File: src/shared/ct16_map.vh
// Purpose: constants for the cascadable 16-bit timer block (three chained instances)
// Assumes: 50 MHz master clock, APB register access, 32-bit data, byte addresses
// Notes: each timer owns a 16-byte window; one shared interrupt source word follows
//
// How it works
// - timer 2 counts timer 1 wraps, timer 3 counts timer 2; timer 1 unchained
// - eight divided clock enables arrive; a select field picks the tick
// - low watchdog reset line returns all timers and registers to defaults
// - writing the reset bit of a control word resets that timer only
// - each overflow or underflow sets its own bit in the shared source word
// - no interrupt while the enable bit is clear, except from a running one-shot
// - power-down bit drops the core clock request once the timer is idle
// - sleep or power-down keeps the request at most one tick, then drops it
// - without power-down or sleep the request stays high, normal running
// - sleep gates counting and interrupts; wake restarts from the preload value
// - counting stops one tick after sleep is asserted
// - enable bit starts and stops counting in every mode but one-shot
// - timer mode always counts down on the selected internal tick
// - period follows from tick select and reload value
// - timer underflow loads reload when reload bit set, else wraps to all ones
// - interrupt fires on the underflow step past zero
// - count register reads the live counter
// - reload write while stopped goes straight into the counter
// - reload write while running lands at the next underflow
// - timer reset copies the reload value into the counter
// - event mode counts cascade input edges, direction from the direction bit
// - one-shot needs enable set to start; hardware clears enable one tick later
`ifndef CT16_MAP_VH
`define CT16_MAP_VH

// ************************************************************
// register map
// ************************************************************
`define CT16_OFS_CTRL 2'h0
`define CT16_OFS_CLKEV 2'h1
`define CT16_OFS_RELOAD 2'h2
`define CT16_OFS_COUNT 2'h3
`define CT16_ADDR_IRQ_SRC 8'h30
`define CT16_NUM_TIMERS 3

// ************************************************************
// control word fields
// ************************************************************
`define CT16_CTRL_ENABLE 0
`define CT16_CTRL_RESET 1
`define CT16_CTRL_MODE_LO 2
`define CT16_CTRL_MODE_HI 3
`define CT16_CTRL_DIR_UP 4
`define CT16_CTRL_RELOAD_ON_WRAP 5
`define CT16_CTRL_POWER_DOWN 6
`define CT16_CTRL_DEFAULT 8'h00
`define CT16_MODE_TIMER 2'h0
`define CT16_MODE_EVENT 2'h1
`define CT16_MODE_ONESHOT 2'h2

// ************************************************************
// clock and event word fields
// ************************************************************
`define CT16_CLKEV_SEL_HI 2
`define CT16_CLKEV_RISE 4
`define CT16_CLKEV_FALL 5
`define CT16_CLKEV_OS_EVT 6
`define CT16_CLKEV_DEFAULT 8'h00

// ************************************************************
// counter values
// ************************************************************
`define CT16_RELOAD_DEFAULT 16'hFFFF
`define CT16_ALL_ONES 16'hFFFF
`define CT16_ZERO 16'h0000

`endif

File: src/logic/ct16_top.v
// Purpose: three cascadable 16-bit auto-reload timers behind an APB slave
// Assumes: divided clock enables come from logic on CLK_I; watchdog reset and sleep are pins
// Notes: one access cycle per transfer; read data is sampled in the setup cycle
//
// Added by the designer: the register offsets and the APB register port.

`include "ct16_map.vh"

// ************************************************************
// one timer channel
// ************************************************************
module ct16_timer (
  // clock and reset
  input wire clk_i,
  input wire rst_i,
  // tick sources and power control
  input wire [7:0] div_en_i,
  input wire sleep_i,
  input wire cascade_i,
  // register writes
  input wire [31:0] wdata_i,
  input wire wr_ctrl_i,
  input wire wr_clkev_i,
  input wire wr_reload_i,
  // register contents
  output wire [7:0] ctrl_o,
  output wire [7:0] clkev_o,
  output wire [15:0] reload_o,
  output wire [15:0] count_o,
  // events
  output wire irq_o,
  output wire cascade_o,
  output wire clk_req_o
);
  reg [7:0] ctrl_reg;
  reg [7:0] clkev_reg;
  reg [15:0] reload_reg;
  reg [15:0] count_reg;
  reg pend_reg;
  reg casc_d_reg;
  reg halt_reg;
  reg os_run_reg;
  reg os_clr_reg;
  reg irq_reg;
  reg casc_out_reg;
  reg req_reg;
  reg [15:0] count_next;
  reg halt_next;

  wire enable = ctrl_reg[`CT16_CTRL_ENABLE];
  wire [1:0] mode = ctrl_reg[`CT16_CTRL_MODE_HI:`CT16_CTRL_MODE_LO];
  wire is_event = (mode == `CT16_MODE_EVENT);
  wire is_oneshot = (mode == `CT16_MODE_ONESHOT);
  wire reload_on_wrap = ctrl_reg[`CT16_CTRL_RELOAD_ON_WRAP];
  wire power_down_bit = ctrl_reg[`CT16_CTRL_POWER_DOWN];

  // selected divided enable is the timer clock
  wire tick_src = div_en_i[clkev_reg[`CT16_CLKEV_SEL_HI:0]];

  // edge detect on the cascade pulse from the previous channel
  wire edge_rise = cascade_i & ~casc_d_reg;
  wire edge_fall = ~cascade_i & casc_d_reg;
  wire evt = (clkev_reg[`CT16_CLKEV_RISE] & edge_rise) |
             (clkev_reg[`CT16_CLKEV_FALL] & edge_fall);
  wire tick = is_event ? evt : tick_src;

  wire low_power = power_down_bit | sleep_i;
  wire run = ((enable & ~is_oneshot) | os_run_reg) & ~halt_reg;
  wire step = run & tick;
  wire up = is_event & ctrl_reg[`CT16_CTRL_DIR_UP];
  wire wrap_up = step & up & (count_reg == `CT16_ALL_ONES);
  wire wrap_dn = step & ~up & (count_reg == `CT16_ZERO);
  wire wrap = wrap_up | wrap_dn;
  wire os_start = is_oneshot & enable & ~os_run_reg & ~halt_reg &
                  (~clkev_reg[`CT16_CLKEV_OS_EVT] | evt);
  wire use_reload = reload_on_wrap | pend_reg;

  // next counter value for one step
  always @* begin
    count_next = count_reg;
    if (up) begin
      if (count_reg == `CT16_ALL_ONES) begin
        count_next = use_reload ? reload_reg : `CT16_ZERO;
      end else begin
        count_next = count_reg + 16'h0001;
      end
    end else if (count_reg == `CT16_ZERO) begin
      // one-shot always rearms from reload and stops
      count_next = (use_reload | is_oneshot) ? reload_reg : `CT16_ALL_ONES;
    end else begin
      count_next = count_reg - 16'h0001;
    end
  end

  // in sleep or power-down, idle once a timer clock has passed or nothing is running
  always @* begin
    halt_next = halt_reg;
    if (!low_power) begin
      halt_next = 1'b0;
    end else if (tick_src | ~run) begin
      halt_next = 1'b1;
    end
  end

  // channel state
  always @(posedge clk_i) begin
    if (rst_i) begin
      ctrl_reg <= `CT16_CTRL_DEFAULT;
      clkev_reg <= `CT16_CLKEV_DEFAULT;
      reload_reg <= `CT16_RELOAD_DEFAULT;
      count_reg <= `CT16_RELOAD_DEFAULT;
      pend_reg <= 1'b0;
      casc_d_reg <= 1'b0;
      halt_reg <= 1'b0;
      os_run_reg <= 1'b0;
      os_clr_reg <= 1'b0;
      irq_reg <= 1'b0;
      casc_out_reg <= 1'b0;
      req_reg <= 1'b1;
    end else begin
      casc_d_reg <= cascade_i;
      halt_reg <= halt_next;
      req_reg <= ~halt_next;
      // gated during sleep; while enable is clear only a running one-shot fires
      irq_reg <= wrap & ~halt_reg & (enable | os_run_reg);
      casc_out_reg <= wrap & ~halt_reg;
      // counting and wrap handling
      if (step) begin
        count_reg <= count_next;
        if (wrap_dn & pend_reg) begin
          pend_reg <= 1'b0;
        end
        if (wrap_dn & is_oneshot) begin
          os_run_reg <= 1'b0;
        end
      end
      if (halt_reg & ~low_power & (enable | os_run_reg)) begin
        count_reg <= reload_reg;
      end
      // one-shot start, then clear enable one tick later
      if (os_start) begin
        os_run_reg <= 1'b1;
        os_clr_reg <= 1'b1;
        count_reg <= reload_reg;
      end else if (os_clr_reg & tick_src) begin
        os_clr_reg <= 1'b0;
        ctrl_reg[`CT16_CTRL_ENABLE] <= 1'b0;
      end
      // software writes win over the hardware updates above
      if (wr_clkev_i) begin
        clkev_reg <= wdata_i[7:0];
      end
      if (wr_reload_i) begin
        reload_reg <= wdata_i[15:0];
        if (!run) begin
          count_reg <= wdata_i[15:0];
        end else begin
          pend_reg <= 1'b1;
        end
      end
      if (wr_ctrl_i) begin
        if (wdata_i[`CT16_CTRL_RESET]) begin
          ctrl_reg <= `CT16_CTRL_DEFAULT;
          clkev_reg <= `CT16_CLKEV_DEFAULT;
          count_reg <= reload_reg;
          pend_reg <= 1'b0;
          os_run_reg <= 1'b0;
          os_clr_reg <= 1'b0;
        end else begin
          ctrl_reg <= wdata_i[7:0] & 8'hFD; // reset bit self-clears
        end
      end
    end
  end

  assign ctrl_o = ctrl_reg;
  assign clkev_o = clkev_reg;
  assign reload_o = reload_reg;
  assign count_o = count_reg;
  assign irq_o = irq_reg;
  assign cascade_o = casc_out_reg;
  assign clk_req_o = req_reg;
endmodule // ct16_timer

// ************************************************************
// top: synchronisers, APB slave, three chained channels
// ************************************************************
module ct16_top (
  // clock and reset
  input wire CLK_I,
  input wire RESET_I,
  input wire WATCHDOG_RESET_N_I,
  // tick enables and sleep
  input wire [7:0] DIVIDED_CLOCK_ENABLES_I,
  input wire SLEEP_EN_I,
  // apb slave
  input wire PSEL_I,
  input wire PENABLE_I,
  input wire PWRITE_I,
  input wire [7:0] PADDR_I,
  input wire [31:0] PWDATA_I,
  output reg [31:0] PRDATA_O,
  output reg PREADY_O,
  output reg PSLVERR_O,
  // per-channel outputs
  output wire [2:0] TIMER_IRQ_O,
  output wire [2:0] CASCADE_OUT_O,
  output wire [2:0] CORE_CLOCK_REQUEST_O
);
  reg wdt_s1_reg;
  reg wdt_s2_reg;
  reg slp_s1_reg;
  reg slp_s2_reg;
  reg [2:0] irq_src_reg;
  wire [23:0] ctrl_w;
  wire [23:0] clkev_w;
  wire [47:0] reload_w;
  wire [47:0] count_w;
  wire [2:0] irq_w;
  wire [2:0] casc_w;
  wire [2:0] req_w;
  wire [2:0] cin_w;

  // watchdog reset and sleep are pins: two flops before use
  always @(posedge CLK_I) begin
    if (RESET_I) begin
      wdt_s1_reg <= 1'b1;
      wdt_s2_reg <= 1'b1;
      slp_s1_reg <= 1'b0;
      slp_s2_reg <= 1'b0;
    end else begin
      wdt_s1_reg <= WATCHDOG_RESET_N_I;
      wdt_s2_reg <= wdt_s1_reg;
      slp_s1_reg <= SLEEP_EN_I;
      slp_s2_reg <= slp_s1_reg;
    end
  end

  wire rst = RESET_I | ~wdt_s2_reg;

  // decode: channel windows at 0x00, 0x10, 0x20, source word at 0x30
  wire [1:0] sel_ch = PADDR_I[5:4];
  wire [1:0] sel_ofs = PADDR_I[3:2];
  wire in_ch = (PADDR_I[7:6] == 2'h0) & (sel_ch != 2'h3) & (PADDR_I[1:0] == 2'h0);
  wire is_src = (PADDR_I == `CT16_ADDR_IRQ_SRC);
  wire mapped = in_ch | is_src;
  wire setup = PSEL_I & ~PENABLE_I;
  // write lands only at the completing access edge
  wire acc_wr = PSEL_I & PENABLE_I & PREADY_O & PWRITE_I & mapped;

  // one wait-free access cycle after every setup cycle
  always @(posedge CLK_I) begin
    if (rst) begin
      PREADY_O <= 1'b0;
      PSLVERR_O <= 1'b0;
      PRDATA_O <= 32'h0000_0000;
    end else begin
      PREADY_O <= setup;
      PSLVERR_O <= setup & ~mapped;
      if (setup) begin
        PRDATA_O <= 32'h0000_0000;
        if (is_src) begin
          PRDATA_O <= {29'h0000_0000, irq_src_reg};
        end else if (in_ch & ~PWRITE_I) begin
          case (sel_ofs)
            `CT16_OFS_CTRL: PRDATA_O <= {24'h00_0000, ctrl_w[8*sel_ch +: 8]};
            `CT16_OFS_CLKEV: PRDATA_O <= {24'h00_0000, clkev_w[8*sel_ch +: 8]};
            `CT16_OFS_RELOAD: PRDATA_O <= {16'h0000, reload_w[16*sel_ch +: 16]};
            default: PRDATA_O <= {16'h0000, count_w[16*sel_ch +: 16]};
          endcase
        end
      end
    end
  end

  // sticky source bits, write one to clear; a new event beats the clear
  always @(posedge CLK_I) begin
    if (rst) begin
      irq_src_reg <= 3'h0;
    end else begin
      irq_src_reg <= (irq_src_reg & ~((acc_wr & is_src) ? PWDATA_I[2:0] : 3'h0)) | irq_w;
    end
  end

  // chain: channel 0 has no cascade source
  assign cin_w = {casc_w[1:0], 1'b0};

  genvar g;
  generate
    for (g = 0; g < `CT16_NUM_TIMERS; g = g + 1) begin : g_tmr
      wire hit = acc_wr & in_ch & (sel_ch == g);
      ct16_timer u_tmr (
        .clk_i(CLK_I),
        .rst_i(rst),
        .div_en_i(DIVIDED_CLOCK_ENABLES_I),
        .sleep_i(slp_s2_reg),
        .cascade_i(cin_w[g]),
        .wdata_i(PWDATA_I),
        .wr_ctrl_i(hit & (sel_ofs == `CT16_OFS_CTRL)),
        .wr_clkev_i(hit & (sel_ofs == `CT16_OFS_CLKEV)),
        .wr_reload_i(hit & (sel_ofs == `CT16_OFS_RELOAD)),
        .ctrl_o(ctrl_w[8*g +: 8]),
        .clkev_o(clkev_w[8*g +: 8]),
        .reload_o(reload_w[16*g +: 16]),
        .count_o(count_w[16*g +: 16]),
        .irq_o(irq_w[g]),
        .cascade_o(casc_w[g]),
        .clk_req_o(req_w[g])
      );
    end
  endgenerate

  assign TIMER_IRQ_O = irq_w;
  assign CASCADE_OUT_O = casc_w;
  assign CORE_CLOCK_REQUEST_O = req_w;
endmodule // ct16_top

File: config.mk
export PLATFORM = sky130hd
export DESIGN_NAME = ct16_top
export DESIGN_NICKNAME = d
export VERILOG_FILES = /design/src/logic/ct16_top.v
export VERILOG_INCLUDE_DIRS = /design/src /design/src/shared
export SDC_FILE = /design/constraint.sdc
export NUM_CORES = 1
export LEC_CHECK = 0
export ABC_AREA = 1
export BUFFER_PORTS_ARGS = -buffer_cell sky130_fd_sc_hd__buf_4
export CORE_MARGIN = 3
export CORE_UTILIZATION = 45
export DETAILED_ROUTE_END_ITERATION = 10
export SLEW_MARGIN = 20
export SYNTH_ARGS = -nofsm -noshare
export SYNTH_HDL_FRONTEND = slang
export SYNTH_HIERARCHICAL = 1
export SYNTH_SLANG_ARGS = --single-unit
export TNS_END_PERCENT = 1
File: constraint.sdc
create_clock -name CLK_I -period 3.65 [get_ports CLK_I]
set_clock_uncertainty 0.15 [all_clocks]
set_input_delay 1.095 -clock CLK_I [delete_from_list [all_inputs] [get_ports CLK_I]]
set_output_delay 1.095 -clock CLK_I [all_outputs]
set_load 0.05 [all_outputs]
==> results.md <==
* Data arrival at the endpoint of the critical path at 3240 ps
* Crit-path leading delay family: simple AND/OR/NAND/NOR gates
* Ant diodes at 0
* Total power after layout at between 4 and 5 mW
* Simple-gate area share of the yosys netlist at a little under half
* Overall via count from detail_route at 17600
* Peak ir drop on the vdd network at 350 µV
* Crit. End Element: register
* Overall global routing resource usage at 31.5%
* Slowest cell delay on critical path at around 290 ps
* PD cells at 266 nW/µm²
* Mux cell area share after synthesis at 0%
* DIE HEIGHT at 191 µm
* Input/output buffers at 65
* Die outline area at 36400 µm²
* Clock tree from TritonCTS: yes
* Core box area at 33600 µm²
* Result of the run: finished, final reports clean
* Clock transition at the registers of the reported paths at approximately 80 ps
* Kind of critical path: in -> reg
* Worst setup slack before clock tree synthesis at 219 ps
* Number of distinct library cells after synthesis at 45
* Fill cell total of the finished layout at roughly 3700
* Insertion delay to the later sink of the worst-skew pair at 450 ps
* Area growth, synth to finish at 7.43%
* Final critical-path share of the clock period at a little over four fifths
* Final global-route overflow total at 0
* Slew of the pin with the lowest slew margin at 846 ps
* Class of the worst hold path: reg -> reg
* Yosys reg bits at 190
* Sum of negative setup slack at 0 ps
* Post-Synthesis Cell Area at approximately 15000 µm²
* Vias in the first global route at roughly 16000
* Number of rows created at floorplan at between 60 and 70
* Share of the synthesized area in compound gates (AO/OA/AOI/OAI) at about 14%
* Final Hold Viols at 0
* Final critical-path required period at 3050 ps
* Cts-stage hold buffer count at 0
* Static leakage power at 8.64 nW
* WP buf/inv at 4
* Number of sinks handled by clock tree synthesis at 190
* Final routed DRC violation total at 0
* Utilization of the core after routing at between 40% and 50%
* Maximum clock insertion buffer count at 2
* Required time at the endpoint of the critical path at about 3800 ps
* Global-route wire length before repair at 90100 µm
* Relative max-transition margin at 43.6%
* Sequential cell area at 3800 µm²
* Number of CTS-inserted buffers at 17
* Share of cells above drive strength 1 at 9.09%
* Largest net degree at the start of global routing at 39
* HPWL after detailed placement at 42400 µm
* Max-cap violations at 0
* Highest clock rate at approximately 330 MHz
* Xor/xnor cell area share of the yosys netlist at 1.20%
* Antenna violations before repair at 3
* RSZ-0062 raised after global routing: no
* First DRT Iteration DRCs at ~1700
* Multi-input logic area at 9580 µm²
* Share of synthesized area occupied by flip-flops and latches at between 20% and 30%
* Crit path max fanout at 17
* Library cell contributing the largest single delay on the critical path: sky130_fd_sc_hd__nor2_1
* Per-cell routed wire length at approximately 18 µm
* Number of vias per cell at approximately 5.6
* Number of gates given a new drive strength after cts at 0
* Main combinational cell family by area after synthesis: simple AND/OR/NAND/NOR gates
* Root buf cell: sky130_fd_sc_hd__clkbuf_16
* Critical path, cell by cell: buf_4, nand2_4, nand3_1, nor2_1, nand2_1, nor2_1, inv_1, nor2_2, inv_1, o21ai_0, inv_1, nand2_1, nand2_1
* Share of synthesized cell area in full adder, half adder and majority cells at 0.734%
* Post CTS Setup Buffer Count at 0
* First-pass detailed-route iteration total at 6
* Boundary Pins at 98
* Deepest level of the CTS H-tree at 4
* Max-slew violation count at 0
* Worst setup margin at between 600 and 700 ps
* Total of warnings raised by yosys at 6
* Number of nets still failing antenna checks after routing at 0
* Nets@finish at ~2800
* Element type at the critical path start: primary input
* Detailed Route WL at approximately 58000 µm
* DIE WIDTH at 191 µm
* Initial Utilization at 45.7%
* Number of setup violations in the final report at 0
* Average footprint of a synthesized cell at 5.66 µm²
* Routability congestion estimate from global placement at ~0.94
* Number of instances in the synthesized netlist at about 2700
[logic make-up after synthesis]
logic type / after synthesis
AOI/OAI and AO/OA: 429
other: 4
adders and majority gates: 9
DFF: 190
xor gates and xnor gates: 21
buffers and inverters: 467
and+or+nand+nor: 1593
[path summary, 6_finish.rpt]
check                                                     startpoint                                    end  slack [ps]  cells after the start
worst min register to register                 slp_s1_reg$_SDFF_PP0_                  slp_s2_reg$_SDFF_PP0_         260                      2
worst min-delay path                           slp_s1_reg$_SDFF_PP0_                  slp_s2_reg$_SDFF_PP0_         260                      2
worst max register to register  g_tmr[1].u_tmr/count_o[1]$_SDFF_PP1_   g_tmr[1].u_tmr/count_o[9]$_SDFF_PP1_         950                     14
worst max-delay path                                      PADDR_I[5]  g_tmr[1].u_tmr/count_o[10]$_SDFF_PP1_         600                     13
[layout by cell type (no fill, tap or decap), drive strengths merged]
cell type,netlist,routed
a211oi,5,5
a21oi,179,179
and3,2,2
buf,95,101
clkbuf,50,18
clkinv,5,10
clkinvlp,0,1
conb,4,20
dfxtp,190,190
ha,9,9
inv,317,324
nand2,986,986
nand3,299,299
nand3b,11,11
nand4,46,46
nor2,235,235
nor3,12,12
o211ai,1,1
o21a,2,2
o21ai,239,239
o22ai,2,2
o31ai,1,1
or2,2,2
xnor2,6,6
xor2,15,15
[synthesized netlist by cell type]
| library cell | count | area [µm²] |
|---|---|---|
| sky130_fd_sc_hd__nand2_1 | 965 | 3620 |
| sky130_fd_sc_hd__nand3_1 | 293 | 1470 |
| sky130_fd_sc_hd__inv_1 | 284 | 1070 |
| sky130_fd_sc_hd__o21ai_0 | 208 | 1040 |
| sky130_fd_sc_hd__nor2_1 | 195 | 732 |
| sky130_fd_sc_hd__dfxtp_1 | 190 | 3800 |
| sky130_fd_sc_hd__a21oi_1 | 179 | 896 |
| sky130_fd_sc_hd__clkbuf_1 | 47 | 176 |
| sky130_fd_sc_hd__nand4_1 | 45 | 282 |
| sky130_fd_sc_hd__buf_2 | 42 | 210 |
| sky130_fd_sc_hd__buf_4 | 40 | 300 |
| sky130_fd_sc_hd__inv_2 | 32 | 120 |
| sky130_fd_sc_hd__o21ai_1 | 29 | 145 |
| sky130_fd_sc_hd__nor2_2 | 18 | 113 |
| sky130_fd_sc_hd__nor2_4 | 16 | 180 |
| sky130_fd_sc_hd__xor2_1 | 15 | 131 |
| sky130_fd_sc_hd__nand2_2 | 11 | 68.8 |
| sky130_fd_sc_hd__nand3b_1 | 11 | 82.6 |
| sky130_fd_sc_hd__nand2_4 | 10 | 113 |
| sky130_fd_sc_hd__ha_1 | 9 | 113 |
| sky130_fd_sc_hd__buf_6 | 7 | 78.8 |
| sky130_fd_sc_hd__nor3_1 | 7 | 35.0 |
| sky130_fd_sc_hd__nor2_8 | 6 | 120 |
| sky130_fd_sc_hd__xnor2_1 | 6 | 52.6 |
| sky130_fd_sc_hd__a211oi_1 | 5 | 37.5 |
| sky130_fd_sc_hd__buf_1 | 5 | 18.8 |
| sky130_fd_sc_hd__clkinv_1 | 4 | 15.0 |
| sky130_fd_sc_hd__conb_1 | 4 | 15.0 |
| sky130_fd_sc_hd__nor3_4 | 4 | 65.1 |
| sky130_fd_sc_hd__nand3_2 | 3 | 30.0 |
| sky130_fd_sc_hd__nand3_4 | 3 | 52.6 |
| sky130_fd_sc_hd__and3_1 | 2 | 12.5 |
| sky130_fd_sc_hd__clkbuf_2 | 2 | 10.0 |
| sky130_fd_sc_hd__o21a_1 | 2 | 15.0 |
| sky130_fd_sc_hd__o21ai_2 | 2 | 17.5 |
| sky130_fd_sc_hd__o22ai_1 | 2 | 12.5 |
| sky130_fd_sc_hd__or2_2 | 2 | 12.5 |
| sky130_fd_sc_hd__buf_8 | 1 | 15.0 |
| sky130_fd_sc_hd__clkbuf_8 | 1 | 13.8 |
| sky130_fd_sc_hd__clkinv_2 | 1 | 5.00 |
| sky130_fd_sc_hd__inv_6 | 1 | 8.76 |
| sky130_fd_sc_hd__nand4_4 | 1 | 21.3 |
| sky130_fd_sc_hd__nor3_2 | 1 | 10.0 |
| sky130_fd_sc_hd__o211ai_1 | 1 | 7.51 |
| sky130_fd_sc_hd__o31ai_1 | 1 | 7.51 |
[through the flow]
stage          instance area [µm²]  hold slack (ps)  cells
2_1_floorplan                15400              238   2729
3_3_place_gp                 15900              243   3133
3_5_place_dp                 15900              248   3133
4_1_cts                      16500              254   3164
5_1_grt                      16500              272   3164
6_report                     16500              255   3164
[layout make-up]
type                    count  share of cell area, %
multi-input cells        2072                   58.1
inverters                 322                   7.37
clock inverters            13                  0.751
clock buffers              18                   2.66
well taps                 448                   3.40
flip-flops and latches    190                   23.1
repair buffers            101                   4.67
[layer usage]
| metal | vias to the layer above | share of wire (%) | global-route usage [%] |
|---|---|---|---|
| li1 | 8586 | - | - |
| met5 | - | 0.041 | 0 |
| met2 | 684 | 45 | 50.3 |
| met1 | 8172 | 44 | 43.3 |
| met3 | 125 | 7.7 | 4.80 |
| met4 | 4 | 3.4 | 11.3 |
[worst reg2reg max path, stage by stage (launching register included)]
cell and delay (ps):
sky130_fd_sc_hd__dfxtp_1 470, sky130_fd_sc_hd__inv_1 130, sky130_fd_sc_hd__ha_1 230, sky130_fd_sc_hd__nand2_1 70, sky130_fd_sc_hd__nor2_1 50, sky130_fd_sc_hd__nand2_1 350, sky130_fd_sc_hd__clkinv_1 490, sky130_fd_sc_hd__o21ai_0 220
sky130_fd_sc_hd__nand2_1 70, sky130_fd_sc_hd__nand2_1 60, sky130_fd_sc_hd__nand3_1 70, sky130_fd_sc_hd__nand2_1 70, sky130_fd_sc_hd__nand2_1 60, sky130_fd_sc_hd__nand2_1 50, sky130_fd_sc_hd__nand2_1 50
[power by group]
group	leakage, nW	switching [mW]	internal, mW
clock network	0.276	0.955	0.919
registers	1.54	0.00454	2.08
logic	6.83	0.323	0.105
(Power assumes the default switching activity.)
